[src/logic/sfs_regs.vh]
// register layout, opcodes and reset values of the serial flash status block
`ifndef SFS_REGS_VH
`define SFS_REGS_VH

// ==========================================================
// opcodes
`define SFS_OP_READ_STATUS   8'h05
`define SFS_OP_WRITE_STAT1   8'h01
`define SFS_OP_WRITE_STAT2   8'h31
`define SFS_OP_RESET_ENABLE  8'hF0

// ==========================================================
// status byte one fields
`define SFS_S1_LOCK_BIT      7
`define SFS_S1_RSV_BIT       6
`define SFS_S1_EPE_BIT       5
`define SFS_S1_WPP_BIT       4
`define SFS_S1_SWP_HI        3
`define SFS_S1_SWP_LO        2
`define SFS_S1_WEL_BIT       1
`define SFS_RDY_BIT          0

// ==========================================================
// status byte two fields
`define SFS_S2_RESET_CMD_ENABLE_BIT      4
`define SFS_S2_SLE_BIT       3

// ==========================================================
// reset values
`define SFS_LOCK_RST         1'b0
`define SFS_RESET_CMD_ENABLE_RST         1'b0
`define SFS_SLE_RST          1'b0
`define SFS_WEL_RST          1'b0
`define SFS_SWP_RST          2'h3
`define SFS_SWP_RSVD         2'h2

// ==========================================================
// bit counts
`define SFS_BITS_PER_BYTE    4'h8

`endif

[src/logic/sfs_sync.v]
// two flip-flop synchroniser for pin inputs
`timescale 1ns/1ps
module sfs_sync #(
    parameter RST_VAL = 1'b0
) (
    input  wire clk,   // system clock
    input  wire rst,   // synchronous reset
    input  wire d_in,  // asynchronous input
    output reg  q_out  // synchronised level
);
    reg meta_ff;

    always @(posedge clk) begin
        if (rst) begin
            meta_ff <= RST_VAL;
            q_out   <= RST_VAL;
        end else begin
            meta_ff <= d_in;
            q_out   <= meta_ff;
        end
    end
endmodule // sfs_sync

[src/logic/sfs_edge.v]
// edge finder for the synchronised serial clock
`timescale 1ns/1ps
module sfs_edge (
    input  wire clk,    // system clock
    input  wire rst,    // synchronous reset
    input  wire lvl,    // synchronised level
    output wire rise,   // one-cycle rising pulse
    output wire fall    // one-cycle falling pulse
);
    reg last_ff;

    always @(posedge clk) begin
        if (rst) begin
            last_ff <= 1'b0;
        end else begin
            last_ff <= lvl;
        end
    end

    assign rise = lvl & ~last_ff;
    assign fall = ~lvl & last_ff;
endmodule // sfs_edge

[src/logic/sfs_status.v]
// status register pair with spi slave read and write commands
`timescale 1ns/1ps
`include "sfs_regs.vh"

// How it works
// - status read is served at any time, busy or not.
// - host selects, sends opcode 05h; status then shifts out every clock.
// - after byte two, output restarts with byte one while clocks continue.
// - each repeated byte is loaded from live status, no snapshot.
// - ready/busy sits in bit 0 of both bytes, refreshed per byte.
// - chip select high ends the read at once and floats output.
// - byte one bit 7 is the lock flag, zero after reset.
// - reserved bits read zero and ignore writes.
// - byte one bit 5 is the read-only program/erase error flag.
// - byte one bit 4 reads zero while write-protect pin is asserted.
// - byte one bits 3:2 show software protection, reset value 11.
// - byte one bit 1 shows write enable latch, read-only.
// - ready/busy reads one while an internal operation runs.
// - byte two bit 4 is reset-command enable, zero after reset.
// - byte two bit 3 is lockdown enable, zero after reset.
// - writing byte one changes only bit 7.
// - writing byte two changes only bits 4 and 3.
// - with write-protect asserted the lock flag may only be set.
// - error flag updates per operation, not on an aborted one.
// - write enable latch clears after power-up and reset.
// - software reset leaves reset-command enable unchanged.
module sfs_status (
    input  wire       clk,          // 125 MHz system clock
    input  wire       rst,          // synchronous reset, active high
    input  wire       sck,          // spi serial clock pin
    input  wire       cs_n,         // spi chip select pin, active low
    input  wire       si,           // spi serial data in pin
    input  wire       wp_n,         // write-protect pin, active low
    input  wire       busy,         // internal operation in progress
    input  wire       op_done,      // pulse: program or erase finished
    input  wire       op_fail,      // with op_done: verify failed
    input  wire       op_abort,     // with op_done: operation aborted
    input  wire [1:0] swp_state,    // software protection summary
    input  wire       wel_set,      // pulse: write enable command
    input  wire       wel_clr,      // pulse: write disable or completion
    output reg        so,           // serial data out
    output reg        so_oe,        // serial output enable
    output reg        prot_lock,    // lock flag to protection logic
    output reg        rst_cmd_en,   // reset-command enable
    output reg        lockdn_en,    // lockdown commands enable
    output reg        soft_rst      // pulse: software reset accepted
);

    // ======================================================
    // pin synchronisers and clock edges
    wire sck_s;
    wire cs_n_s;
    wire si_s;
    wire wp_n_s;
    wire sck_rise;
    wire sck_fall;

    sfs_sync #(.RST_VAL(1'b0)) u_sck (
        .clk   (clk),
        .rst   (rst),
        .d_in  (sck),
        .q_out (sck_s)
    );
    sfs_sync #(.RST_VAL(1'b1)) u_cs (
        .clk   (clk),
        .rst   (rst),
        .d_in  (cs_n),
        .q_out (cs_n_s)
    );
    sfs_sync #(.RST_VAL(1'b0)) u_si (
        .clk   (clk),
        .rst   (rst),
        .d_in  (si),
        .q_out (si_s)
    );
    sfs_sync #(.RST_VAL(1'b1)) u_wp (
        .clk   (clk),
        .rst   (rst),
        .d_in  (wp_n),
        .q_out (wp_n_s)
    );
    sfs_edge u_edge (
        .clk  (clk),
        .rst  (rst),
        .lvl  (sck_s),
        .rise (sck_rise),
        .fall (sck_fall)
    );

    // ======================================================
    // state machine
    localparam ST_OPCODE = 2'h0;
    localparam ST_READ   = 2'h1;
    localparam ST_WDATA  = 2'h2;
    localparam ST_IGNORE = 2'h3;

    reg [1:0] state_ff;
    reg [1:0] nxt_state;
    reg [7:0] shin_ff;
    reg [7:0] nxt_shin;
    reg [3:0] bitcnt_ff;
    reg [3:0] nxt_bitcnt;
    reg [7:0] opc_ff;
    reg [7:0] nxt_opc;
    reg [7:0] shout_ff;
    reg [7:0] nxt_shout;
    reg       byte_sel_ff;
    reg       nxt_byte_sel;
    reg       rst_armed_ff;
    reg       nxt_rst_armed;

    // status bits kept here
    reg       epe_ff;
    reg       wel_ff;

    wire      sel = ~cs_n_s;
    wire      wr_strobe;
    wire [7:0] wr_byte;

    // ======================================================
    // live status assembly
    function [7:0] stat_one;
        input       lock;
        input       prog_erase_error;
        input       wpn;
        input [1:0] soft_protect_state;
        input       write_enable_latch;
        input       bsy;
        begin
            stat_one = 8'h00;
            stat_one[`SFS_S1_LOCK_BIT] = lock;
            stat_one[`SFS_S1_EPE_BIT]  = prog_erase_error;
            stat_one[`SFS_S1_WPP_BIT]  = wpn;
            stat_one[`SFS_S1_SWP_HI:`SFS_S1_SWP_LO] = soft_protect_state;
            stat_one[`SFS_S1_WEL_BIT]  = write_enable_latch;
            stat_one[`SFS_RDY_BIT]     = bsy;
        end
    endfunction

    function [7:0] stat_two;
        input reset_cmd_enable;
        input lockdown_enable;
        input bsy;
        begin
            stat_two = 8'h00;
            stat_two[`SFS_S2_RESET_CMD_ENABLE_BIT] = reset_cmd_enable;
            stat_two[`SFS_S2_SLE_BIT]  = lockdown_enable;
            stat_two[`SFS_RDY_BIT]     = bsy;
        end
    endfunction

    wire [7:0] live_one = stat_one(prot_lock, epe_ff, wp_n_s, swp_state,
                                   wel_ff, busy);
    wire [7:0] live_two = stat_two(rst_cmd_en, lockdn_en, busy);

    // ======================================================
    // command sequencing
    always @* begin
        nxt_state     = state_ff;
        nxt_shin      = shin_ff;
        nxt_bitcnt    = bitcnt_ff;
        nxt_opc       = opc_ff;
        nxt_shout     = shout_ff;
        nxt_byte_sel  = byte_sel_ff;
        nxt_rst_armed = rst_armed_ff;
        if (!sel) begin
            nxt_state    = ST_OPCODE;
            nxt_bitcnt   = 4'h0;
            nxt_byte_sel = 1'b0;
            // armed reset fires once, on the first deselected cycle
            nxt_rst_armed = 1'b0;
        end else if (sck_rise) begin
            nxt_shin   = {shin_ff[6:0], si_s};
            nxt_bitcnt = bitcnt_ff + 4'h1;
            if (bitcnt_ff == `SFS_BITS_PER_BYTE - 4'h1) begin
                nxt_bitcnt = 4'h0;
                case (state_ff)
                    ST_OPCODE: begin
                        nxt_opc = {shin_ff[6:0], si_s};
                        if (nxt_opc == `SFS_OP_READ_STATUS) begin
                            nxt_state    = ST_READ;
                            nxt_shout    = live_one;
                            // opcode's own fall reloads byte one live
                            nxt_byte_sel = 1'b0;
                        end else if (nxt_opc == `SFS_OP_WRITE_STAT1 ||
                                     nxt_opc == `SFS_OP_WRITE_STAT2) begin
                            nxt_state = ST_WDATA;
                        end else begin
                            nxt_state = ST_IGNORE;
                        end
                    end
                    ST_WDATA: begin
                        nxt_state = ST_IGNORE;
                    end
                    default: begin
                        nxt_state = state_ff;
                    end
                endcase
            end
        end else if (sck_fall && state_ff == ST_READ) begin
            nxt_shout = {shout_ff[6:0], 1'b0};
            if (bitcnt_ff == 4'h0) begin
                nxt_shout    = byte_sel_ff ? live_two : live_one;
                nxt_byte_sel = ~byte_sel_ff;
            end
        end
        if (sel && sck_rise && state_ff == ST_OPCODE &&
            bitcnt_ff == `SFS_BITS_PER_BYTE - 4'h1) begin
            nxt_rst_armed = ({shin_ff[6:0], si_s} == `SFS_OP_RESET_ENABLE);
        end
    end

    // write data byte completes on this cycle
    assign wr_strobe = sel && sck_rise && state_ff == ST_WDATA &&
                       bitcnt_ff == `SFS_BITS_PER_BYTE - 4'h1 && wel_ff;
    assign wr_byte   = {shin_ff[6:0], si_s};

    always @(posedge clk) begin
        if (rst) begin
            state_ff     <= ST_OPCODE;
            shin_ff      <= 8'h00;
            bitcnt_ff    <= 4'h0;
            opc_ff       <= 8'h00;
            shout_ff     <= 8'h00;
            byte_sel_ff  <= 1'b0;
            rst_armed_ff <= 1'b0;
        end else begin
            state_ff     <= nxt_state;
            shin_ff      <= nxt_shin;
            bitcnt_ff    <= nxt_bitcnt;
            opc_ff       <= nxt_opc;
            shout_ff     <= nxt_shout;
            byte_sel_ff  <= nxt_byte_sel;
            rst_armed_ff <= nxt_rst_armed;
        end
    end

    // ======================================================
    // serial output
    always @(posedge clk) begin
        if (rst) begin
            so    <= 1'b0;
            so_oe <= 1'b0;
        end else begin
            // deselect floats the output at once
            so_oe <= sel && nxt_state == ST_READ;
            so    <= nxt_shout[7];
        end
    end

    // ======================================================
    // writable and hardware-updated bits
    always @(posedge clk) begin
        if (rst) begin
            prot_lock  <= `SFS_LOCK_RST;
            rst_cmd_en <= `SFS_RESET_CMD_ENABLE_RST;
            lockdn_en  <= `SFS_SLE_RST;
            epe_ff     <= 1'b0;
            wel_ff     <= `SFS_WEL_RST;
            soft_rst   <= 1'b0;
        end else begin
            soft_rst <= 1'b0;
            if (wr_strobe && opc_ff == `SFS_OP_WRITE_STAT1) begin
                // only bit 7 of byte one
                if (wp_n_s || wr_byte[`SFS_S1_LOCK_BIT]) begin
                    prot_lock <= wr_byte[`SFS_S1_LOCK_BIT];
                end
            end
            if (wr_strobe && opc_ff == `SFS_OP_WRITE_STAT2) begin
                // only bits 4 and 3 of byte two
                rst_cmd_en <= wr_byte[`SFS_S2_RESET_CMD_ENABLE_BIT];
                lockdn_en  <= wr_byte[`SFS_S2_SLE_BIT];
            end
            // aborted operations leave the flag alone
            if (op_done && !op_abort) begin
                epe_ff <= op_fail;
            end
            // reset command clears the latch; enables kept
            if (rst_armed_ff && !sel && rst_cmd_en) begin
                soft_rst <= 1'b1;
                wel_ff   <= 1'b0;
            end else if (wel_set) begin
                wel_ff <= 1'b1;
            end else if (wel_clr || wr_strobe) begin
                wel_ff <= 1'b0;
            end
        end
    end

endmodule // sfs_status

[config.mk]
export PLATFORM = sky130hd
export DESIGN_NAME = sfs_status
export DESIGN_NICKNAME = d
export VERILOG_FILES = /design/src/logic/sfs_sync.v /design/src/logic/sfs_edge.v /design/src/logic/sfs_status.v
export VERILOG_INCLUDE_DIRS = /design/src /design/src/logic
export SDC_FILE = /design/constraint.sdc
export NUM_CORES = 1
export LEC_CHECK = 0
export ABC_CLOCK_PERIOD_IN_PS = 5100
export BUFFER_PORTS_ARGS = -buffer_cell sky130_fd_sc_hd__buf_4
export CORE_ASPECT_RATIO = 0.5
export CORE_MARGIN = 3
export CORE_UTILIZATION = 40
export DETAILED_ROUTE_END_ITERATION = 16
export GPL_ROUTABILITY_DRIVEN = 0
export PLACE_DENSITY = 0.69
export SLEW_MARGIN = 20
export SYNTH_ARGS = -nofsm -noshare
export SYNTH_HDL_FRONTEND = slang
export SYNTH_HIERARCHICAL = 1
export SYNTH_SLANG_ARGS = --single-unit
[constraint.sdc]
create_clock -name clk -period 5.1 [get_ports clk]
set_input_delay 1.02 -clock clk [delete_from_list [all_inputs] [get_ports clk]]
set_output_delay 1.02 -clock clk [all_outputs]
set_load 0.03 [all_outputs]
======== After elaboration in Yosys (flattened, before gate mapping) ========
Index checks and enable logic that the tools add are counted.
word-level totals
  register bits ........................... 47
  bits in latches ......................... 0
  bits in writable memories ............... 0
  memory bits (read-only) ................. 0
  input bits .............................. 14
  word-level logic and storage cells ...... 99
  memories ................................ 0
operators by class
  add/sub/neg operators ................... 1
  $mul .................................... 0
  divide/modulo/power cells ............... 0
  $lt $le $gt $ge ......................... 0
  eq/ne operators ......................... 13
  shifts and indexed selects .............. 0
  multiplexer cells ....................... 25
  bitwise logic cells ..................... 6
  reduce and logical (&&, ||, !) cells .... 30
operator list
  kind                 count
  $mux 8               7
  $eq 8x1->1 const B   2
  $eq 8x6->1 const B   2
  $logic_and 1x1->1    13
  $mux 1               12
  $reduce_and 5->1     2
  $eq 8x3->1 const B   1
  $eq 8x8->1 const B   1
  $mux 2               4
  $reduce_bool 2->1    4
  $ne 2x1->1 const B   3
  $add 4x1->4 const B  1
  $eq 2x1->1 const B   2
  $eq 4x3->1 const B   1
  $logic_not 4->1      1
  $mux 4               1
  $not 1->1            4
  $pmux 2 s2           1
  $reduce_and 2->1     2
  $reduce_and 4->1     1
  $reduce_or 2->1      2
  $logic_or 1x1->1     3
  $and 1x1->1          2
  $eq 2x2->1 const B   1
  other kinds (2)      2

======== Depth between registers and ports, before layout ========
Gate-level depths: netlist of run 1.
  depth in word-level cells ............... 10
  gate-level depth with buffers ........... 6
  depth with buffers taken out ............ 6

======== Cells and area by module ========
Netlist of run 1, hierarchy kept.
modules (own cells, without submodules)
  module      instances  cells each  area an instance (sq um)  sequential area each (sq um)
  sfs_status  1          190         1774.2                    760.7
  sfs_sync    4          4           52.6                      40.0
  sfs_edge    1          4           38.8                      20.0

======== Worst setup path after synthesis of run 1 ========
Ideal clock, no wire load.
  path type ............................... register to register
  start ................................... register u_sck.q_out
  end ..................................... register lockdn_en
  setup time .............................. 0.072 ns
  data arrival time ....................... 1.974 ns
  required time ........................... 5.028 ns
  setup slack ............................. 3.054 ns
  stages on the path, launching flop included .. 6
  period minus slack after synthesis ...... 2.046 ns
  path through ............................ dfxtp_1 -> nor2b_1 -> nand4b_4 -> or4b_4 -> nor3_1 -> mux2i_1
on the way
  word-level cells in the longest chain between the ends .. 6
RTL lines
  item                                RTL line          source
  start, declared                     sfs_sync.v:9      output reg q_out
  start signal, assigned              sfs_sync.v:19     q_out <= meta_ff;
  $and 1x1->1                         sfs_edge.v:20     assign rise = lvl & ~last_ff;
  net sck_rise                        sfs_status.v:55   wire sck_rise;
  $logic_and 1x1->1 (4 in a row)      sfs_status.v:214  assign wr_strobe = sel && sck_rise && state_ff == ST_WDATA &&
  $logic_and 1x1->1 (no source line)  --
  end signal, assigned                sfs_status.v:257  lockdn_en <= `SFS_SLE_RST;
  end signal, assigned                sfs_status.v:272  lockdn_en <= wr_byte[`SFS_S2_SLE_BIT];
  end, declared                       sfs_status.v:45   output reg lockdn_en,
The timed path passes the listed nets, and every way through them passes these cells.
A chain may end at the register's enable or synchronous reset.

======== Final worst setup path of run 1 ========
  start ................................... register u_sck.q_out
  end ..................................... register rst_cmd_en
on the way
  word-level cells in the longest chain between the ends .. 6
RTL lines
  item                                RTL line          source
  $and 1x1->1                         sfs_edge.v:20
  net sck_rise                        sfs_status.v:55
  $logic_and 1x1->1 (4 in a row)      sfs_status.v:214
  $logic_and 1x1->1 (no source line)  --
  end signal, assigned                sfs_status.v:256  rst_cmd_en <= `SFS_RESET_CMD_ENABLE_RST;
  end signal, assigned                sfs_status.v:271  rst_cmd_en <= wr_byte[`SFS_S2_RESET_CMD_ENABLE_BIT];
  end, declared                       sfs_status.v:44   output reg rst_cmd_en,
The timed path passes the listed nets, and every way through them passes these cells.

==> results of run 1 <==
==> flip-flops by register name (all words and copies together) (netlist names), 2 cells and up <==
| signal | cells |
|---|---|
| shout_ff | 8 |
| bitcnt_ff | 4 |
| state_ff | 2 |
| opc_ff | 8 |
| shin_ff | 7 |
==> worst reg2reg max path, stage by stage, from the launching register on <==
cell	delay, ns
dfxtp_1	0.35
nor2b_1	0.13
buf_4	0.24
nand4b_4	0.19
or4b_4	0.58
nor3_1	0.42
mux2i_1	0.24
==> worst max path at each step <==
stage | endpoint | slack [ns] | start
2_1_floorplan | lockdn_en$_SDFFE_PP0P_ | 3.05 | u_sck/q_out$_SDFF_PP0_
3_3_place_gp | shout_ff[0]$_SDFFE_PP0P_ | 2.87 | rst
3_5_place_dp | shout_ff[6]$_SDFFE_PP0P_ | 2.83 | rst
4_1_cts | rst_cmd_en$_SDFFE_PP0P_ | 2.90 | u_sck/q_out$_SDFF_PP0_
5_1_grt | shout_ff[6]$_SDFFE_PP0P_ | 2.73 | shin_ff[6]$_SDFFE_PP0P_
6_report | rst_cmd_en$_SDFFE_PP0P_ | 2.88 | u_sck/q_out$_SDFF_PP0_
==> cells by family after synthesis <==
kind of cell / count (synthesis) / share of synthesized area [%]
multiplexers: 23 / 11.4
AND/OR/NAND/NOR: 89 / 25.5
buffers and inverters: 17 / 3.15
AO/OA/AOI/OAI: 28 / 10.5
flip-flops: 47 / 46.5
XOR/XNOR: 4 / 1.73
adder cells (fa/ha/maj): 2 / 1.24
==> layout by cell type (no fill, tap or decap), types with 5 or more instances in the layout <==
cell type and n:
nor3_1 7, mux2i_1 22, nor2b_1 9, clkbuf_8 6, buf_4 20, dfxtp_1 47
nand2_1 14, a21boi_0 5, inv_1 8, nor2_1 27
==> per-layer routing <==
layer  up-vias  wire, µm
li1        775         -
met1       731      1990
met2        38      1870
met3         8       210
met4         0        73
met5         -         0
==> where the power goes <==
part / total, mW / internal [mW] / switching, mW
registers: 0.374 / 0.371 / 0.00361
logic: 0.0256 / 0.0127 / 0.0129
clock network: 0.236 / 0.111 / 0.125
==> per-stage QoR <==
step / cells / cell area, µm²
floorplan: 210 / 2020
global placement: 287 / 2220
detailed placement: 287 / 2220
CTS: 295 / 2320
global route: 295 / 2320
finish: 295 / 2320
==> layout make-up <==
| type | count | share of cell area [%] |
|---|---|---|
| well taps | 66 | 3.56 |
| multi-input cells | 146 | 43.9 |
| flip-flops and latches | 47 | 40.5 |
| clock inverters | 2 | 0.701 |
| repair buffers | 20 | 6.47 |
| clock buffers | 6 | 3.56 |
| inverters | 8 | 1.29 |
==> metrics.txt, run 1 <==
Crit Path Category register to register; Gate Count Post-Synth 210; CP Max Fanout 16; gr ovfl total 0; critical path cell sequence nor2b_1, buf_4, nand4b_4, or4b_4, nor3_1, mux2i_1; via/cell ratio 5.26; Arr. time, crit path 2.45 ns; reg2reg path depth 6; fin. max-slew vios 0; Initial DRC Count 63; n_diodes 0; fin crit period 2.22 ns; Worst setup SP type register; synthesis warning total 6; Routed Antenna Nets 0; maximum vdd ir drop 0.000124 V; Pre-Repair DR Iteration Count 4; CTS Buf Count 5; Initial Utilization 43.6%; Slowest-stage cell, CP or4b_4; fin nets 244; Global Route Usage Sum 14.7%; CTS tree built; Yosys top cell by area dfxtp_1; status finished clean; final setup margin 2.88 ns; Layout Skew 0.00419 ns; row cnt 17; Stages on worst setup path 6; slew margin rel. 51.2%; Seq/Total Area, Yosys 46.5%; asr flop ratio synth 0%; fillers 445; leakage 0.892 nW; Post-Syn Area 2020 µm²; initial antenna violation count 0; wire length per cell 14.0 µm; Global Route met1 Usage 18.9%; worst endpoint required time 5.33 ns; share of layout cells above drive strength 1 16.2%; max-capacitance violation count 0; Std-Cell Core Area 4640 µm²; EDFF count, synth 0; vias in the first global route 1524; final wirelength 4.14 mm; FF-to-FF Start u_sck/q_out$_SDFF_PP0_; Post-synth top cells dfxtp_1, nor2_1, mux2i_1; first-pass GRT wire length 7.02 mm; area occupied by multi-input gates 1020 µm²; hpwl dp 2.92 mm; CP endpoint kind register; Synth top area share 46.5%; Syn Nets 226; final-report hold violation count 0; Top-Level Pins 20; pre-CTS setup slack 2.83 ns; flops & latches, synth 47; die height 56.3 µm; Final Setup Violations 0; Seq. cell area 941 µm²; Layout Utilization 50.1%; post-CTS setup buffers 0; count leader, synth dfxtp_1; post-CTS sizing 0; clock latency on the worst-skew pair 0.30 ns; Hold Path End u_cs/q_out$_SDFF_PP1_; area growth from synthesis to layout 14.7%; met2 GRT Util 23.1%; max incr delay on CP 0.58 ns; PwrDens 274 nW/µm²; Hold Slack 0.413 ns; Clk Tree Root Cell clkbuf_8; die area 6000 µm²; flop-to-flop setup slack 2.88 ns; hold path cells 1; met3 GRT Util 4.13%; number of port buffers 19; Achievable Freq 450 MHz; Area contributors post-synth dfxtp_1, mux2i_1, nor2_1; setup TNS 0 ns; htree depth 2; Clock Sinks 47; Worst Hold Class register to register; worst r2r dst rst_cmd_en$_SDFFE_PP0P_; Max Root-Sink Buffers 2; Die Width 107 µm; largest net degree at the start of global routing 38; unrepaired setup endpoints after global routing no; worst hold start u_cs/meta_ff$_SDFF_PP1_; via count 1552; Residual DRC 0; ys flop type dfxtp_1; post-route clock period utilization 43.6%; Clock transition at path regs 0.09 ns; delay-heaviest family, CP simple AND/OR/NAND/NOR gates; syn_area_per_cell 9.63 µm²; Yosys cell types 44; Post-CTS Hold Fix Bufs 0; global route hottest layer met2; WP buf/inv 1; worst-margin pin slew 0.727 ns; power consumption 0.635 mW
Power figures use the tool's default switching activity.
==> run 2, diff against run 1 <==
- ABC_CLOCK_PERIOD_IN_PS: 5100 -> 2300
- clock period: 5.1 -> 2.3 ns (I/O delays scaled with it)
==> metrics.txt, run 2 (synthesized netlist as in run 1, its figures left out) <==
status finished clean; switching part of the total 23.3% (+1.1 points); worst endpoint required time 2.49 ns (-2.84 ns); Achievable Freq 492 MHz (+9.2%); Routed Antenna Nets 0 (unchanged); maximum vdd ir drop 0.000262 V (+110%); fin nets 248 (+1.6%); CTS Buf Count 5 (unchanged); PwrDens 595 nW/µm² (+120%); Clock Sinks 47 (unchanged); die area 6000 µm² (unchanged); power consumption 1.40 mW (+120%); hpwl dp 2.94 mm (+0.72%); final wirelength 4.05 mm (-2.4%); CTS tree built; Layout Skew 0.00809 ns (+0.00390 ns); Post-CTS Hold Fix Bufs 0 (unchanged); Layout Utilization 50.7% (+0.67 points); pre-CTS setup slack 0.106 ns (-2.72 ns); clock latency on the worst-skew pair 0.30 ns (about the same); gr ovfl total 0 (unchanged); vias in the first global route 1576 (+3.4%); post-route clock period utilization 88.4% (+45 points); initial antenna violation count 0 (unchanged); Crit Path Category register to register; Clock transition at path regs 0.09 ns (about the same); first-pass GRT wire length 7.34 mm (+4.5%); clock share of power 36.5% (-0.6 points); Top-Level Pins 20 (unchanged); Arr. time, crit path 2.23 ns (-0.22 ns); most frequent cells in the layout dfxtp_1, nor2_1, buf_4, mux2i_1, nand2_1; biggest regs opc_ff x8, shout_ff x8, shin_ff x7; Logic pwr share 4.3% (+0.3 points); wire length per cell 13.5 µm (-3.7%); fin. max-slew vios 0 (unchanged); Die Width 107 µm (unchanged); area growth from synthesis to layout 16.3%; via/cell ratio 5.19 (-1.4%); Residual DRC 0 (unchanged); final setup margin 0.266 ns (-2.61 ns); Std-Cell Core Area 4640 µm² (unchanged); CP endpoint kind register; max-capacitance violation count 0 (unchanged); NetSw 0.327 mW (+130%); Initial DRC Count 58 (-7.9%); worst-margin pin slew 0.571 ns (-0.156 ns); Clk Tree Root Cell clkbuf_8; Flop pwr share 59.2% (+0.3 points); internal power 1.07 mW (+120%); flop-to-flop setup slack 0.27 ns (-2.61 ns); row cnt 17 (unchanged); htree depth 2 (unchanged); Global Route Usage Sum 15.0% (+0.24 points); Pre-Repair DR Iteration Count 4 (unchanged); setup TNS 0 ns (unchanged); fillers 454 (+2.0%); leakage 0.912 nW (+2.3%); n_diodes 0 (unchanged); commonest non-fill, non-tap cell in the layout dfxtp_1; CP Max Fanout 7 (-9); unrepaired setup endpoints after global routing no; die height 56.3 µm (unchanged); largest net degree at the start of global routing 24 (-37%); Worst Hold Class input pin to register; Final Setup Violations 0 (unchanged); slew margin rel. 61.7% (+11 points); via count 1551 (-0.064%); share of layout cells above drive strength 1 18.0% (+1.9 points); number of port buffers 19 (unchanged); fin crit period 2.03 ns (-0.187 ns); Max Root-Sink Buffers 2 (unchanged); Worst setup SP type register; Initial Utilization 43.6% (unchanged); final-report hold violation count 0 (unchanged)
## run 2: cell types whose count changed in the layout (fill, tap and decap cells not counted), sizes merged
cell    previous run  this run
buf               20        24
inv                8        10
clkbuf             6         5
clkinv             1         0
## run 2: area by class of cell
class,count,area [µm²],area share [%]
clock buffer,5,68.8,2.93
inverter,8,30.0,1.28
multi-input combinational,146,1020,43.6
timing repair buffer,24,180,7.66
tap,66,82.6,3.51
clock inverter,3,25.0,1.06
sequential,47,941,40.0
## run 2: path summary, 6_finish.rpt
kind | startpoint | to | depth (start not counted)
max | u_sck/q_out$_SDFF_PP0_ | shout_ff[6]$_SDFFE_PP0P_ | 5
min | cs_n | u_cs/meta_ff$_SDFF_PP1_ | 2
max reg2reg | u_sck/q_out$_SDFF_PP0_ | shout_ff[6]$_SDFFE_PP0P_ | 5
min reg2reg | u_wp/meta_ff$_SDFF_PP1_ | u_wp/q_out$_SDFF_PP1_ | 1
## run 2: critical path, stage by stage (launching register included)
cell      delay [ns]
dfxtp_1         0.35
nor2b_1         0.26
nand4b_4        0.19
nand4b_1        0.39
a21oi_1         0.36
mux2_2          0.37
## run 2: power groups by stage
stage               clock network (mW)  registers, mW  logic (mW)
floorplan                            0          0.844      0.0346
global placement                     0          0.848      0.0600
detailed placement                   0          0.848      0.0604
CTS                              0.530          0.829      0.0607
global route                     0.581          0.831      0.0666
finish                           0.511          0.829      0.0607
## run 2: through the flow
step / cells / instance area (µm²) / hold WS, ns
finish: 299 / 2350 / 0.327
global route: 299 / 2350 / 0.312
detailed placement: 291 / 2250 / 0.404
CTS: 299 / 2350 / 0.322
global placement: 291 / 2250 / 0.387
floorplan: 210 / 2020 / 0.385
## run 2: metal layers
metal	global-route usage, %	routed length [µm]	part of all wire [%]	up-vias
met5	0	0	0	-
met4	4.55	36	0.89	0
met3	4.02	124	3.1	5
met2	23.4	1780	44	23
met1	20.2	2110	52	738
li1	-	-	-	785
## run 2: timing repair
action,in CTS,in global routing
setup endpoints to repair,0,5
setup buffers,0,0
gates resized for setup,0,1
